**config.mk**
```make
export PLATFORM = sky130hd
export DESIGN_NAME = mode_switch_reset_sequencer
export DESIGN_NICKNAME = d
export VERILOG_FILES = /design/src/rtl/mode_switch_reset_sequencer_pkg.sv /design/src/rtl/mode_switch_reset_sequencer.sv
export VERILOG_INCLUDE_DIRS = /design/src /design/src/rtl
export SDC_FILE = /design/constraint.sdc
export NUM_CORES = 1
export LEC_CHECK = 0
export ABC_AREA = 1
export ABC_CLOCK_PERIOD_IN_PS = 2340
export BUFFER_PORTS_ARGS = -buffer_cell sky130_fd_sc_hd__buf_2
export CAP_MARGIN = 25
export CELL_PAD_IN_SITES_DETAIL_PLACEMENT = 1
export CELL_PAD_IN_SITES_GLOBAL_PLACEMENT = 1
export CORE_UTILIZATION = 39
export CTS_CLUSTER_SIZE = 25
export DETAILED_ROUTE_END_ITERATION = 12
export MAX_ROUTING_LAYER = met4
export PLACE_DENSITY = 0.79
export SLEW_MARGIN = 5
export SYNTH_ARGS = -nofsm -noshare
export SYNTH_HDL_FRONTEND = slang
export SYNTH_SLANG_ARGS = --single-unit
```
**constraint.sdc**
```tcl
create_clock -name core_clk -period 2.34 [get_ports core_clk]
set_clock_uncertainty 0.1 [all_clocks]
set_input_delay 0.468 -clock core_clk [delete_from_list [all_inputs] [get_ports core_clk]]
set_output_delay 0.468 -clock core_clk [all_outputs]
set_load 0.02 [all_outputs]
```
**src/rtl/mode_switch_reset_sequencer_map.svh**
```systemverilog
`ifndef MODE_SWITCH_RESET_SEQUENCER_MAP_SVH
`define MODE_SWITCH_RESET_SEQUENCER_MAP_SVH

// Clock rate in kHz, so that a time in ms times this gives cycles
`define CLK_KHZ        40'd250000

// Times in milliseconds
`define HOLD_MS        40'd3000
`define TAP_MS         40'd3000
`define FACT_TAP_MS    40'd1000
`define FW_OFFER_MS    40'd10000
`define BOOT_MS        40'd500
`define PHASE_MS       40'd2500
`define DEBOUNCE_MS    40'd10

// Steady phases that arm a factory restore
`define FACT_STEADY    3'd6

// Register offsets (byte addresses)
`define REG_CTRL       8'h00
`define REG_STATUS     8'h04
`define REG_NET        8'h08
`define REG_STATION    8'h0C

// Field positions
`define CTRL_CLEAR_BIT 0
`define STAT_RUN_BIT   0
`define STAT_FWERR_BIT 1
`define STAT_FACT_BIT  2
`define STAT_STATE_LSB 4

// Reset values
`define NET_RESET      32'h0000_0000
`define STATION_RESET  7'h02

`endif

```
**src/rtl/mode_switch_reset_sequencer_pkg.sv**
```systemverilog
package mode_switch_reset_sequencer_pkg;

  typedef enum logic [3:0] {
    ST_BOOT,
    ST_FW_OFFER,
    ST_FW_WRITE,
    ST_IDLE,
    ST_HOLD,
    ST_ARMED,
    ST_CLEAR,
    ST_RELOAD,
    ST_FW_END
  } seq_state_t;

  typedef struct packed {
    logic power;
    logic stop;
    logic run;
    logic fault;
    logic force_ind;
    logic card;
  } led_t;

  typedef struct packed {
    logic        valid;
    logic [63:0] name;
    logic [15:0] version;
  } pkg_info_t;

endpackage : mode_switch_reset_sequencer_pkg

```
**src/rtl/mode_switch_reset_sequencer.sv**
```systemverilog
// The implementer's own choices: the register offsets and the plain strobed port.
`timescale 1ns/10ps
`include "mode_switch_reset_sequencer_map.svh"
module mode_switch_reset_sequencer #(
  parameter int          RAM_AW     = 16,
  parameter int          BLINK_W    = 26,
  parameter logic [39:0] HOLD_CYC   = `HOLD_MS * `CLK_KHZ,
  parameter logic [39:0] TAP_CYC    = `TAP_MS * `CLK_KHZ,
  parameter logic [39:0] FTAP_CYC   = `FACT_TAP_MS * `CLK_KHZ,
  parameter logic [39:0] OFFER_CYC  = `FW_OFFER_MS * `CLK_KHZ,
  parameter logic [39:0] BOOT_CYC   = `BOOT_MS * `CLK_KHZ,
  parameter logic [39:0] PHASE_CYC  = `PHASE_MS * `CLK_KHZ,
  parameter logic [39:0] DEB_CYC    = `DEBOUNCE_MS * `CLK_KHZ
) (
  input  wire logic                                  core_clk,
  input  wire logic                                  rst,
  input  wire logic                                  run_position_pin,
  input  wire logic                                  memory_clear_position_pin,
  input  wire logic                                  card_present,
  input  wire logic                                  card_cmd_factory,
  input  wire mode_switch_reset_sequencer_pkg::pkg_info_t card_pkg,
  input  wire logic [15:0]                           installed_version,
  output logic                                       card_reload_req,
  input  wire logic                                  card_reload_done,
  output logic                                       fw_write_req,
  input  wire logic                                  fw_write_done,
  input  wire logic                                  fw_write_err,
  output logic                                       ram_clr_we,
  output logic [RAM_AW-1:0]                          ram_clr_addr,
  output logic [31:0]                                pg_net_addr,
  output logic [6:0]                                 multipoint_station_address,
  output logic                                       run_mode,
  output mode_switch_reset_sequencer_pkg::led_t      led,
  input  wire logic [7:0]                            reg_addr,
  input  wire logic [31:0]                           reg_wdata,
  input  wire logic                                  reg_wr,
  input  wire logic                                  reg_rd,
  output logic [31:0]                                reg_rdata
);

  ////////////////////////////////////////////////////////////////////////////
  // Lever synchroniser and debouncer

  logic [1:0] pin_raw;
  logic [1:0] sync1;
  logic [1:0] sync2;
  logic [1:0] deb;
  logic [1:0] deb_prev;

  assign pin_raw = {memory_clear_position_pin, run_position_pin};

  genvar gi;
  generate
    for (gi = 0; gi < 2; gi++)
    begin : g_deb
      logic [39:0] cnt;
      logic [39:0] next_cnt;
      logic        next_deb;
      always_comb
      begin
        next_cnt = 40'h00_0000_0000;
        next_deb = deb[gi];
        if (sync2[gi] != deb[gi])
        begin
          next_cnt = cnt + 40'h00_0000_0001;
          if (cnt >= DEB_CYC - 40'h00_0000_0001)
          begin
            next_deb = sync2[gi];
            next_cnt = 40'h00_0000_0000;
          end
        end
      end
      always_ff @(posedge core_clk)
      begin
        if (rst)
        begin
          sync1[gi] <= 1'b0;
          sync2[gi] <= 1'b0;
          deb[gi]   <= 1'b0;
          cnt       <= 40'h00_0000_0000;
        end
        else
        begin
          sync1[gi] <= pin_raw[gi];
          sync2[gi] <= sync1[gi];
          deb[gi]   <= next_deb;
          cnt       <= next_cnt;
        end
      end
    end
  endgenerate

  logic sel_run;
  logic sel_memory_clear_position;
  logic memory_clear_position_rise;
  assign sel_run   = deb[0];
  assign sel_memory_clear_position  = deb[1];
  assign memory_clear_position_rise = deb[1] & ~deb_prev[1];

  ////////////////////////////////////////////////////////////////////////////
  // Blink sources, free running

  logic [BLINK_W-1:0] blink_cnt;
  logic               blink_slow;
  logic               blink_fast;
  assign blink_slow = blink_cnt[BLINK_W-1];
  assign blink_fast = blink_cnt[BLINK_W-3];

  ////////////////////////////////////////////////////////////////////////////
  // Firmware package check

  function automatic logic name_ok(input logic [63:0] n);
    logic ok;
    ok = (n[63:56] == 8'h70 || n[63:56] == 8'h50) && n[55:48] == 8'h78;
    for (int i = 0; i < 6; i++)
    begin
      ok = ok && n[i*8 +: 8] >= 8'h30 && n[i*8 +: 8] <= 8'h39;
    end
    return ok;
  endfunction : name_ok

  logic fw_newer;
  assign fw_newer = card_present && card_pkg.valid && name_ok(card_pkg.name)
                    && card_pkg.version != installed_version;

  ////////////////////////////////////////////////////////////////////////////
  // Sequencer

  mode_switch_reset_sequencer_pkg::seq_state_t state;
  mode_switch_reset_sequencer_pkg::seq_state_t next_state;
  mode_switch_reset_sequencer_pkg::led_t       next_led;
  logic [39:0]       timer;
  logic [39:0]       next_timer;
  logic [2:0]        steady_cnt;
  logic [2:0]        next_steady_cnt;
  logic              steady;
  logic              next_steady;
  logic              factory;
  logic              next_factory;
  logic              fw_mode;
  logic              next_fw_mode;
  logic              fw_err;
  logic              next_fw_err;
  logic              next_run_mode;
  logic [RAM_AW-1:0] next_clr_addr;
  logic [31:0]       next_net;
  logic [6:0]        next_station;
  logic              remote_clear;
  logic              clear_done;

  assign remote_clear = reg_wr && reg_addr == `REG_CTRL && reg_wdata[`CTRL_CLEAR_BIT];
  assign clear_done   = ram_clr_addr == {RAM_AW{1'b1}};
  assign ram_clr_we      = state == mode_switch_reset_sequencer_pkg::ST_CLEAR;
  assign card_reload_req = state == mode_switch_reset_sequencer_pkg::ST_RELOAD;
  assign fw_write_req    = state == mode_switch_reset_sequencer_pkg::ST_FW_WRITE;

  always_comb
  begin
    next_state      = state;
    next_timer      = timer + 40'h00_0000_0001;
    next_steady_cnt = steady_cnt;
    next_steady     = steady;
    next_factory    = factory;
    next_fw_mode    = fw_mode;
    next_fw_err     = fw_err;
    next_run_mode   = run_mode;
    next_clr_addr   = ram_clr_addr;
    next_net        = pg_net_addr;
    next_station    = multipoint_station_address;
    if (reg_wr && reg_addr == `REG_NET)
      next_net = reg_wdata;
    if (reg_wr && reg_addr == `REG_STATION)
      next_station = reg_wdata[6:0];
    case (state)
      mode_switch_reset_sequencer_pkg::ST_BOOT:
        if (timer >= BOOT_CYC - 40'h00_0000_0001)
        begin
          next_state = fw_newer ? mode_switch_reset_sequencer_pkg::ST_FW_OFFER
                                : mode_switch_reset_sequencer_pkg::ST_IDLE;
          next_timer = 40'h00_0000_0000;
        end
      mode_switch_reset_sequencer_pkg::ST_FW_OFFER:
        if (memory_clear_position_rise)
          next_state = mode_switch_reset_sequencer_pkg::ST_FW_WRITE;
        else if (timer >= OFFER_CYC - 40'h00_0000_0001)
          next_state = mode_switch_reset_sequencer_pkg::ST_IDLE;
      mode_switch_reset_sequencer_pkg::ST_FW_WRITE:
        if (fw_write_done)
        begin
          next_fw_err   = fw_write_err;
          next_fw_mode  = 1'b1;
          next_clr_addr = '0;
          next_state    = mode_switch_reset_sequencer_pkg::ST_CLEAR;
        end
      mode_switch_reset_sequencer_pkg::ST_IDLE:
      begin
        next_run_mode = sel_run;
        next_timer    = 40'h00_0000_0000;
        if (!run_mode && !sel_run)
        begin
          if (memory_clear_position_rise)
          begin
            next_state      = mode_switch_reset_sequencer_pkg::ST_HOLD;
            next_steady     = 1'b0;
            next_steady_cnt = 3'd0;
            next_factory    = 1'b0;
          end
          else if (remote_clear || card_cmd_factory)
          begin
            next_factory  = card_cmd_factory;
            next_clr_addr = '0;
            next_state    = mode_switch_reset_sequencer_pkg::ST_CLEAR;
          end
        end
      end
      mode_switch_reset_sequencer_pkg::ST_HOLD:
        if (!sel_memory_clear_position)
        begin
          next_timer = 40'h00_0000_0000;
          next_state = steady_cnt == 3'd0 ? mode_switch_reset_sequencer_pkg::ST_IDLE
                                          : mode_switch_reset_sequencer_pkg::ST_ARMED;
        end
        else if (steady_cnt == 3'd0 ? timer >= HOLD_CYC - 40'h00_0000_0001
                                    : timer >= PHASE_CYC - 40'h00_0000_0001)
        begin
          next_timer  = 40'h00_0000_0000;
          next_steady = !steady;
          if (!steady && steady_cnt != 3'd7)
            next_steady_cnt = steady_cnt + 3'd1;
        end
      mode_switch_reset_sequencer_pkg::ST_ARMED:
        if (memory_clear_position_rise)
        begin
          next_factory  = steady_cnt == `FACT_STEADY;
          next_clr_addr = '0;
          next_state    = mode_switch_reset_sequencer_pkg::ST_CLEAR;
        end
        else if (steady_cnt == `FACT_STEADY)
        begin
          if (timer >= FTAP_CYC - 40'h00_0000_0001)
          begin
            next_clr_addr = '0;
            next_state    = mode_switch_reset_sequencer_pkg::ST_CLEAR;
          end
        end
        else if (timer >= TAP_CYC - 40'h00_0000_0001)
          next_state = mode_switch_reset_sequencer_pkg::ST_IDLE;
      mode_switch_reset_sequencer_pkg::ST_CLEAR:
      begin
        next_clr_addr = ram_clr_addr + 1'b1;
        if (factory)
        begin
          next_net     = `NET_RESET;
          next_station = `STATION_RESET;
        end
        if (clear_done)
          next_state = fw_mode ? mode_switch_reset_sequencer_pkg::ST_FW_END
                       : card_present ? mode_switch_reset_sequencer_pkg::ST_RELOAD
                                      : mode_switch_reset_sequencer_pkg::ST_IDLE;
      end
      mode_switch_reset_sequencer_pkg::ST_RELOAD:
        if (card_reload_done || !card_present)
        begin
          next_run_mode = sel_run;
          next_state    = mode_switch_reset_sequencer_pkg::ST_IDLE;
        end
      mode_switch_reset_sequencer_pkg::ST_FW_END:
        next_state = state;
      default:
        next_state = mode_switch_reset_sequencer_pkg::ST_IDLE;
    endcase
  end

  // Indicator pattern, registered one cycle behind the state
  always_comb
  begin
    next_led       = '0;
    next_led.power = 1'b1;
    next_led.run   = run_mode | factory;
    case (state)
      mode_switch_reset_sequencer_pkg::ST_FW_OFFER,
      mode_switch_reset_sequencer_pkg::ST_FW_WRITE:
      begin
        next_led.fault     = blink_slow;
        next_led.force_ind = !blink_slow;
        next_led.card      = state == mode_switch_reset_sequencer_pkg::ST_FW_WRITE;
        next_led.stop      = 1'b1;
      end
      mode_switch_reset_sequencer_pkg::ST_HOLD:
        next_led.stop = steady | blink_slow;
      mode_switch_reset_sequencer_pkg::ST_CLEAR:
      begin
        next_led.stop      = fw_mode ? 1'b1 : blink_slow;
        next_led.fault     = fw_mode & blink_slow;
        next_led.force_ind = fw_mode & !blink_slow;
        next_led.card      = fw_mode;
      end
      mode_switch_reset_sequencer_pkg::ST_RELOAD:
      begin
        next_led.stop = 1'b1;
        next_led.card = blink_slow;
      end
      mode_switch_reset_sequencer_pkg::ST_FW_END:
      begin
        next_led.power     = fw_err ? blink_fast : 1'b1;
        next_led.stop      = fw_err ? blink_fast : 1'b1;
        next_led.fault     = fw_err ? blink_fast : 1'b1;
        next_led.force_ind = fw_err ? blink_fast : 1'b1;
        next_led.card      = fw_err ? blink_fast : 1'b1;
      end
      default:
        next_led.stop = !run_mode;
    endcase
  end

  always_ff @(posedge core_clk)
  begin
    if (rst)
    begin
      state                      <= mode_switch_reset_sequencer_pkg::ST_BOOT;
      timer                      <= 40'h00_0000_0000;
      steady_cnt                 <= 3'd0;
      steady                     <= 1'b0;
      factory                    <= 1'b0;
      fw_mode                    <= 1'b0;
      fw_err                     <= 1'b0;
      run_mode                   <= 1'b0;
      ram_clr_addr               <= '0;
      pg_net_addr                <= `NET_RESET;
      multipoint_station_address <= `STATION_RESET;
      led                        <= '0;
      blink_cnt                  <= '0;
      deb_prev                   <= 2'b00;
    end
    else
    begin
      state                      <= next_state;
      timer                      <= next_timer;
      steady_cnt                 <= next_steady_cnt;
      steady                     <= next_steady;
      factory                    <= next_factory;
      fw_mode                    <= next_fw_mode;
      fw_err                     <= next_fw_err;
      run_mode                   <= next_run_mode;
      ram_clr_addr               <= next_clr_addr;
      pg_net_addr                <= next_net;
      multipoint_station_address <= next_station;
      led                        <= next_led;
      blink_cnt                  <= blink_cnt + 1'b1;
      deb_prev                   <= deb;
    end
  end

  ////////////////////////////////////////////////////////////////////////////
  // Register read port; unmapped offsets read zero

  logic [31:0] next_rdata;
  always_comb
  begin
    next_rdata = 32'h0000_0000;
    if (reg_rd)
    begin
      case (reg_addr)
        `REG_STATUS:
        begin
          next_rdata[`STAT_RUN_BIT]   = run_mode;
          next_rdata[`STAT_FWERR_BIT] = fw_err;
          next_rdata[`STAT_FACT_BIT]  = factory;
          next_rdata[`STAT_STATE_LSB +: 4] = state;
        end
        `REG_NET:     next_rdata = pg_net_addr;
        `REG_STATION: next_rdata = {25'h000_0000, multipoint_station_address};
        default:      next_rdata = 32'h0000_0000;
      endcase
    end
  end

  always_ff @(posedge core_clk)
  begin
    if (rst)
      reg_rdata <= 32'h0000_0000;
    else
      reg_rdata <= next_rdata;
  end
endmodule : mode_switch_reset_sequencer

```
# == Yosys cells after proc, flatten, opt, wreduce, memory -nomap -nowiden ==
# Index checks and enable logic that the tools add are counted.
# totals
register_bits,259
elab_cells,221
# classes
n_mux,65
eq_ne,39
n_lt_le_gt_ge,19
addsub,6
n_reduce_logical,52
bitwise,11
# op_table
operator,count
$add A40 B1 Y40 const B,3
$mux W40,3
$pmux W40 S3,1
$mux W16,7
$mux W32,3
$ge A40 B22 Y1 const B,2
$ge A40 B30 Y1 const B,2
$pmux W16 S4,1
$mux W4,15
$ge A8 B6 Y1 const B,6
$le A8 B6 Y1 const B,6
$ge A40 B27 Y1 const B,1
$ge A40 B28 Y1 const B,1
$ge A40 B32 Y1 const B,1
$pmux W4 S9,1
$add A26 B1 Y26 const B,1
$eq A8 B7 Y1 const B,3
$logic_and A1 B1 Y1,22
$mux W3,7
$mux W7,3
$ne A2 B2 Y1 const B,10
$add A16 B1 Y16 const B,1
$eq A16 B16 Y1 const B,1
$eq A4 B3 Y1 const B,4
other kinds (38),87

# == Depth between registers and ports, before layout ==
# logic_depth
depth_word,20
depth_mapped,15
ltp_nobuf,15

# == Least setup slack after synthesis ==
# Ideal clock, no wire load.
# synth_path
path_type,flip-flop to flip-flop
from,register timer[0]
to,register timer[26]
slack_ns,0.437
period_less_slack_ns,1.903
setup_ns,0.117
stages_incl_launch_ff,14
arrival_ns,1.686
cell_sequence,dfxtp_1 ha_1 nand2_1 nor2_4 nand3_2 nand2_1 nand3_1 nand3_1 nand2_1 nand4_2 nand2_2 nand2_4 buf_8 nor2_2
# synth_between
elab_chain_len,5
elab_cells_between_ends,9
classes_between,add/sub (1); order compare (3); mux (5)
# synth_rtl
element,line_no,source
start: declaration,mode_switch_reset_sequencer.sv:132,logic [39:0] timer;
start signal: assignment,mode_switch_reset_sequencer.sv:338,timer <= next_timer;
$ge A40 B30 Y1 (on tied branches),"mode_switch_reset_sequencer.sv:224, mode_switch_reset_sequencer.sv:223",
$mux W1,mode_switch_reset_sequencer.sv:223,else if (steady_cnt == 3'd0 ? timer >= HOLD_CYC - 40'h00_0000_0001
$mux W40,mode_switch_reset_sequencer.sv:223,
$mux W40,mode_switch_reset_sequencer.sv:217,if (!sel_memory_clear_position)
$pmux W40 S3 (*),mode_switch_reset_sequencer.sv:174,case (state)
# Every way passes the cells marked *; elsewhere a longest branch is shown, timed or not.
# A chain may end at the register's enable or synchronous reset.

# == Final worst setup path ==
# layout_path
from,register state[1]
to,output ram_clr_we
# layout_between
elab_chain_len,1
# layout_rtl
element,line_no,source
start: declaration,mode_switch_reset_sequencer.sv:129,mode_switch_reset_sequencer_pkg::seq_state_t state;
start signal: assignment,mode_switch_reset_sequencer.sv:320,state <= mode_switch_reset_sequencer_pkg::ST_BOOT;
start signal: assignment,mode_switch_reset_sequencer.sv:337,state <= next_state;
$eq A4 B3 Y1,mode_switch_reset_sequencer.sv:153,assign ram_clr_we = state == mode_switch_reset_sequencer_pkg::ST_CLEAR;
end: declaration,mode_switch_reset_sequencer.sv:28,"output logic ram_clr_we,"
# Every way passes these cells.

==> flow_summary_export.csv <==
group,metric,value,unit
run_status,status,"finished clean",
route,drtPass1Iterations,4,
synth,synth_compound_area_share,9.351,%
final_layout,design_area,15320,um2
timing,worst_pin_slew,0.5057,ns
die,initial_core_util,39.54,%
final_layout,final_nets,2149,
setup_path,path_max_fanout,10,
die,die_w,178.1,um
setup_path,cp_data_arrival_time,1.73,ns
synth,syn_area_per_cell,7.204,um2
synth,synthMuxAreaShare,0,%
setup_path,reg2reg_depth,12,
place,dpl.cell_count,2350,
synth,synth_cells,1679,
route,routedWlPerCell,15.33,um
power,ir_drop,0.6202,mV
timing,drv_slew,0,
setup_path,rr_endpoint,"timer[34]$_SDFF_PP0_",
place,place.gp.congestion,0.8958,
job,drv_cap,0,
place,pre_cts_ws,0.04977,ns
die,chipHeight,178.1,um
timing,final.setup.tns,0,ns
place,dp_hpwl,27220,um
timing,max_freq,434.7,MHz
min_path,hold_path_depth,3,
min_path,hold_end,"pg_net_addr[7]$_SDFF_PP0_",
clock_tree,cts_tree,"built",
setup_path,setup.reg_to_reg.worst_slack,0.14,ns
route,drtAntennaViolNets,0,
global_routing,grt_use_total,22.96,%
min_path,hp-start,"reg_wdata[7]",
synth,yosysMostFrequentCell,"nand2_1",
timing,fin_crit_sh,98.31,%
synth,yosysWarnings,0,
synth,ys_top_cells_by_area,"dfxtp_1 (43%), nand2_1 (9.3%), nor2_1 (8.2%)",
setup_path,cp-start-kind,"flip-flop",
synth,synth_top_family_by_area,"simple AND/OR/NAND/NOR gates",
die,die-area,31720,um2
place,dpl_cell_area,14060,um2
synth,synthTopCellsByCount,"nand2_1 (299), nor2_1 (264), dfxtp_1 (258)",
route,drcViolationCount,0,
final_layout,area_growth,26.66,%
synth,seq_area_frac_synth,42.70,%
final_layout,drive_above_1_share,23.61,%
route,wl_met3,1652,um
synth,synth-simple-area-share,34.10,%
synth,yosysUniqueCellTypes,55,
synth,yosysTopAreaCell,"dfxtp_1",
setup_path,worstPathRequired,1.77,ns
timing,relSlewSlack,65.41,%
global_routing,grt_pass1_wl,57440,um
final_layout,fill_cells,3989,
synth,synthFlopType,"dfxtp_1",
synth,synth_top_area_share,42.70,%
global_routing,grt_max_degree,52,
synth,ys_seq_elements,258,
global_routing,grt_pass1_vias,12110,
clock_tree,htree_num_levels,1,
clock_tree,cts.sinks,258,
final_layout,finalNonFillerCells,2414,
route,maxUsedRoutingLayer,"met4",
timing,setup_viol,0,
power,power_density,734.5,nW/um2
synth,synth_area,12100,um2
timing,setup_slack,0.03964,ns
timing,fin_crit,2.300,ns
clock_tree,cts-root-to-sink-buffers,3,
final_layout,finish.utilization,50.08,%
die,core_area,30590,um2
route,vias,11920,
route,drt-initial-drc-count,465,
synth,synth_xor_area_share,3.983,%
die,ios,245,
clock_tree,clock-root-buffer,"clkbuf_16",
synth,postSynth.asyncResetShare,0,%
setup_path,worstSetupPathType,"reg -> out",
setup_path,rr_startpoint,"timer[0]$_SDFF_PP0_",
clock_tree,clk_pin_slew,0.06,ns
timing,finalHoldViolCount,0,
min_path,hp-class,"in -> reg",
route,wl_met2,18620,um
global_routing,overflow,0,
route,met1_length,15700,um
synth,synthAdderAreaFrac,0.9310,%
clock_tree,insertion_delay,0.55,ns
setup_path,worstSetupEndpointType,"output pin",
route,vias_per_cell,4.937,
route,wl,37000,um
synth,synth_edf_count,0,
clock_tree,cts_buffers,30,
die,rows,64,
place,port_buffers,237,
global_routing,antenna_found_initial,2,
power,cellLeakagePower,6.590,nW
## final cells by class
class | count | area [um2] | area share, %
well taps | 396 | 495.5 | 3.234
flip-flops and latches | 258 | 5170 | 33.75
clock buffers | 40 | 869.6 | 5.676
diodes | 2 | 5.005 | 0.03267
inverters | 237 | 889.6 | 5.807
multi-input cells | 1186 | 6077 | 39.67
clock inverters | 16 | 209.0 | 1.364
repair buffers | 279 | 1604 | 10.47
## placed cells by master, fill, tap and decap left out, types with 4 or more instances in the layout
cell type / n
nand3_2: 7
nor4_1: 16
inv_1: 218
a21oi_1: 100
nand2_2: 17
nor2_2: 49
nor3_1: 47
dfxtp_2: 4
or2_2: 13
nor2_1: 256
nand2_4: 4
xnor2_1: 25
conb_1: 36
ha_1: 7
buf_2: 238
inv_2: 16
clkbuf_16: 33
buf_4: 32
nand4_1: 42
nand3b_1: 6
buf_12: 5
o31ai_1: 6
nor2_4: 15
clkinv_2: 4
o21ai_0: 78
nand2_1: 294
dfxtp_1: 254
bufinv_16: 4
nor3b_1: 11
nand3_1: 81
xor2_1: 30
clkbuf_8: 6
## flip-flops by register name, summed over array words and instances (netlist names), 2 cells and up
| register | cells |
|---|---|
| sync2 | 2 |
| g_deb.cnt | 80 |
| led | 6 |
| pg_net_addr | 32 |
| timer | 40 |
| steady_cnt | 3 |
| multipoint_station_address | 7 |
| blink_cnt | 26 |
| ram_clr_addr | 16 |
| state | 4 |
| reg_rdata | 32 |
| sync1 | 2 |
## cell families after synthesis
kind of cell,Yosys count
and+or+nand+nor,876
buffers and inverters,270
DFF,258
AOI/OAI and AO/OA,210
xor gates and xnor gates,55
adders and majority gates,9
other,1
## through the flow
step	total power [W]	hold WS (ns)
2_1_floorplan	0.005679	0.2883
3_3_place_gp	0.006131	0.2921
3_5_place_dp	0.006180	0.2975
4_1_cts	0.01123	0.02623
5_1_grt	0.01173	0.04524
6_report	0.01125	0.04349
## worst max-delay path: stages, from the launching register on
cell and delay [ns]:
dfxtp_1 0.50, nand2_2 0.17, nor2_4 0.15, buf_6 0.18, buf_2 0.18
## worst max-delay path by stage
stage	from	to	slack, ns	cells past startpoint
after CTS	state[1]$_SDFFE_PP0P_	ram_clr_we	0.003	4
final	state[1]$_SDFFE_PP0P_	ram_clr_we	0.04	4
after global routing	state[1]$_SDFFE_PP0P_	card_reload_req	-0.02	3
after floorplan	timer[0]$_SDFF_PP0_	timer[26]$_SDFF_PP0_	0.44	13
after global placement	timer[0]$_SDFF_PP0_	timer[38]$_SDFF_PP0_	0.13	11
after detailed placement	timer[0]$_SDFF_PP0_	timer[38]$_SDFF_PP0_	0.05	11
## layer usage
| metal | global-route usage, % | vias up |
|---|---|---|
| li1 | - | 5953 |
| met1 | 26.62 | 5680 |
| met2 | 40.45 | 215 |
| met3 | 3.602 | 70 |
| met4 | 7.016 | 0 |
| met5 | - | - |
## power breakdown
part,internal (W),switching (W)
Sequential,0.00453,0.000107
Combinational,0.000606,0.00102
Clock,0.00306,0.00193
Total,0.00820,0.00306
## timing repair
action	in CTS	in global routing
resized for setup	0	30
hold buffers	0	0
endpoints found under the setup margin	0	62
setup buffers	0	3
Note: power is estimated with default switching activity, not from simulation.
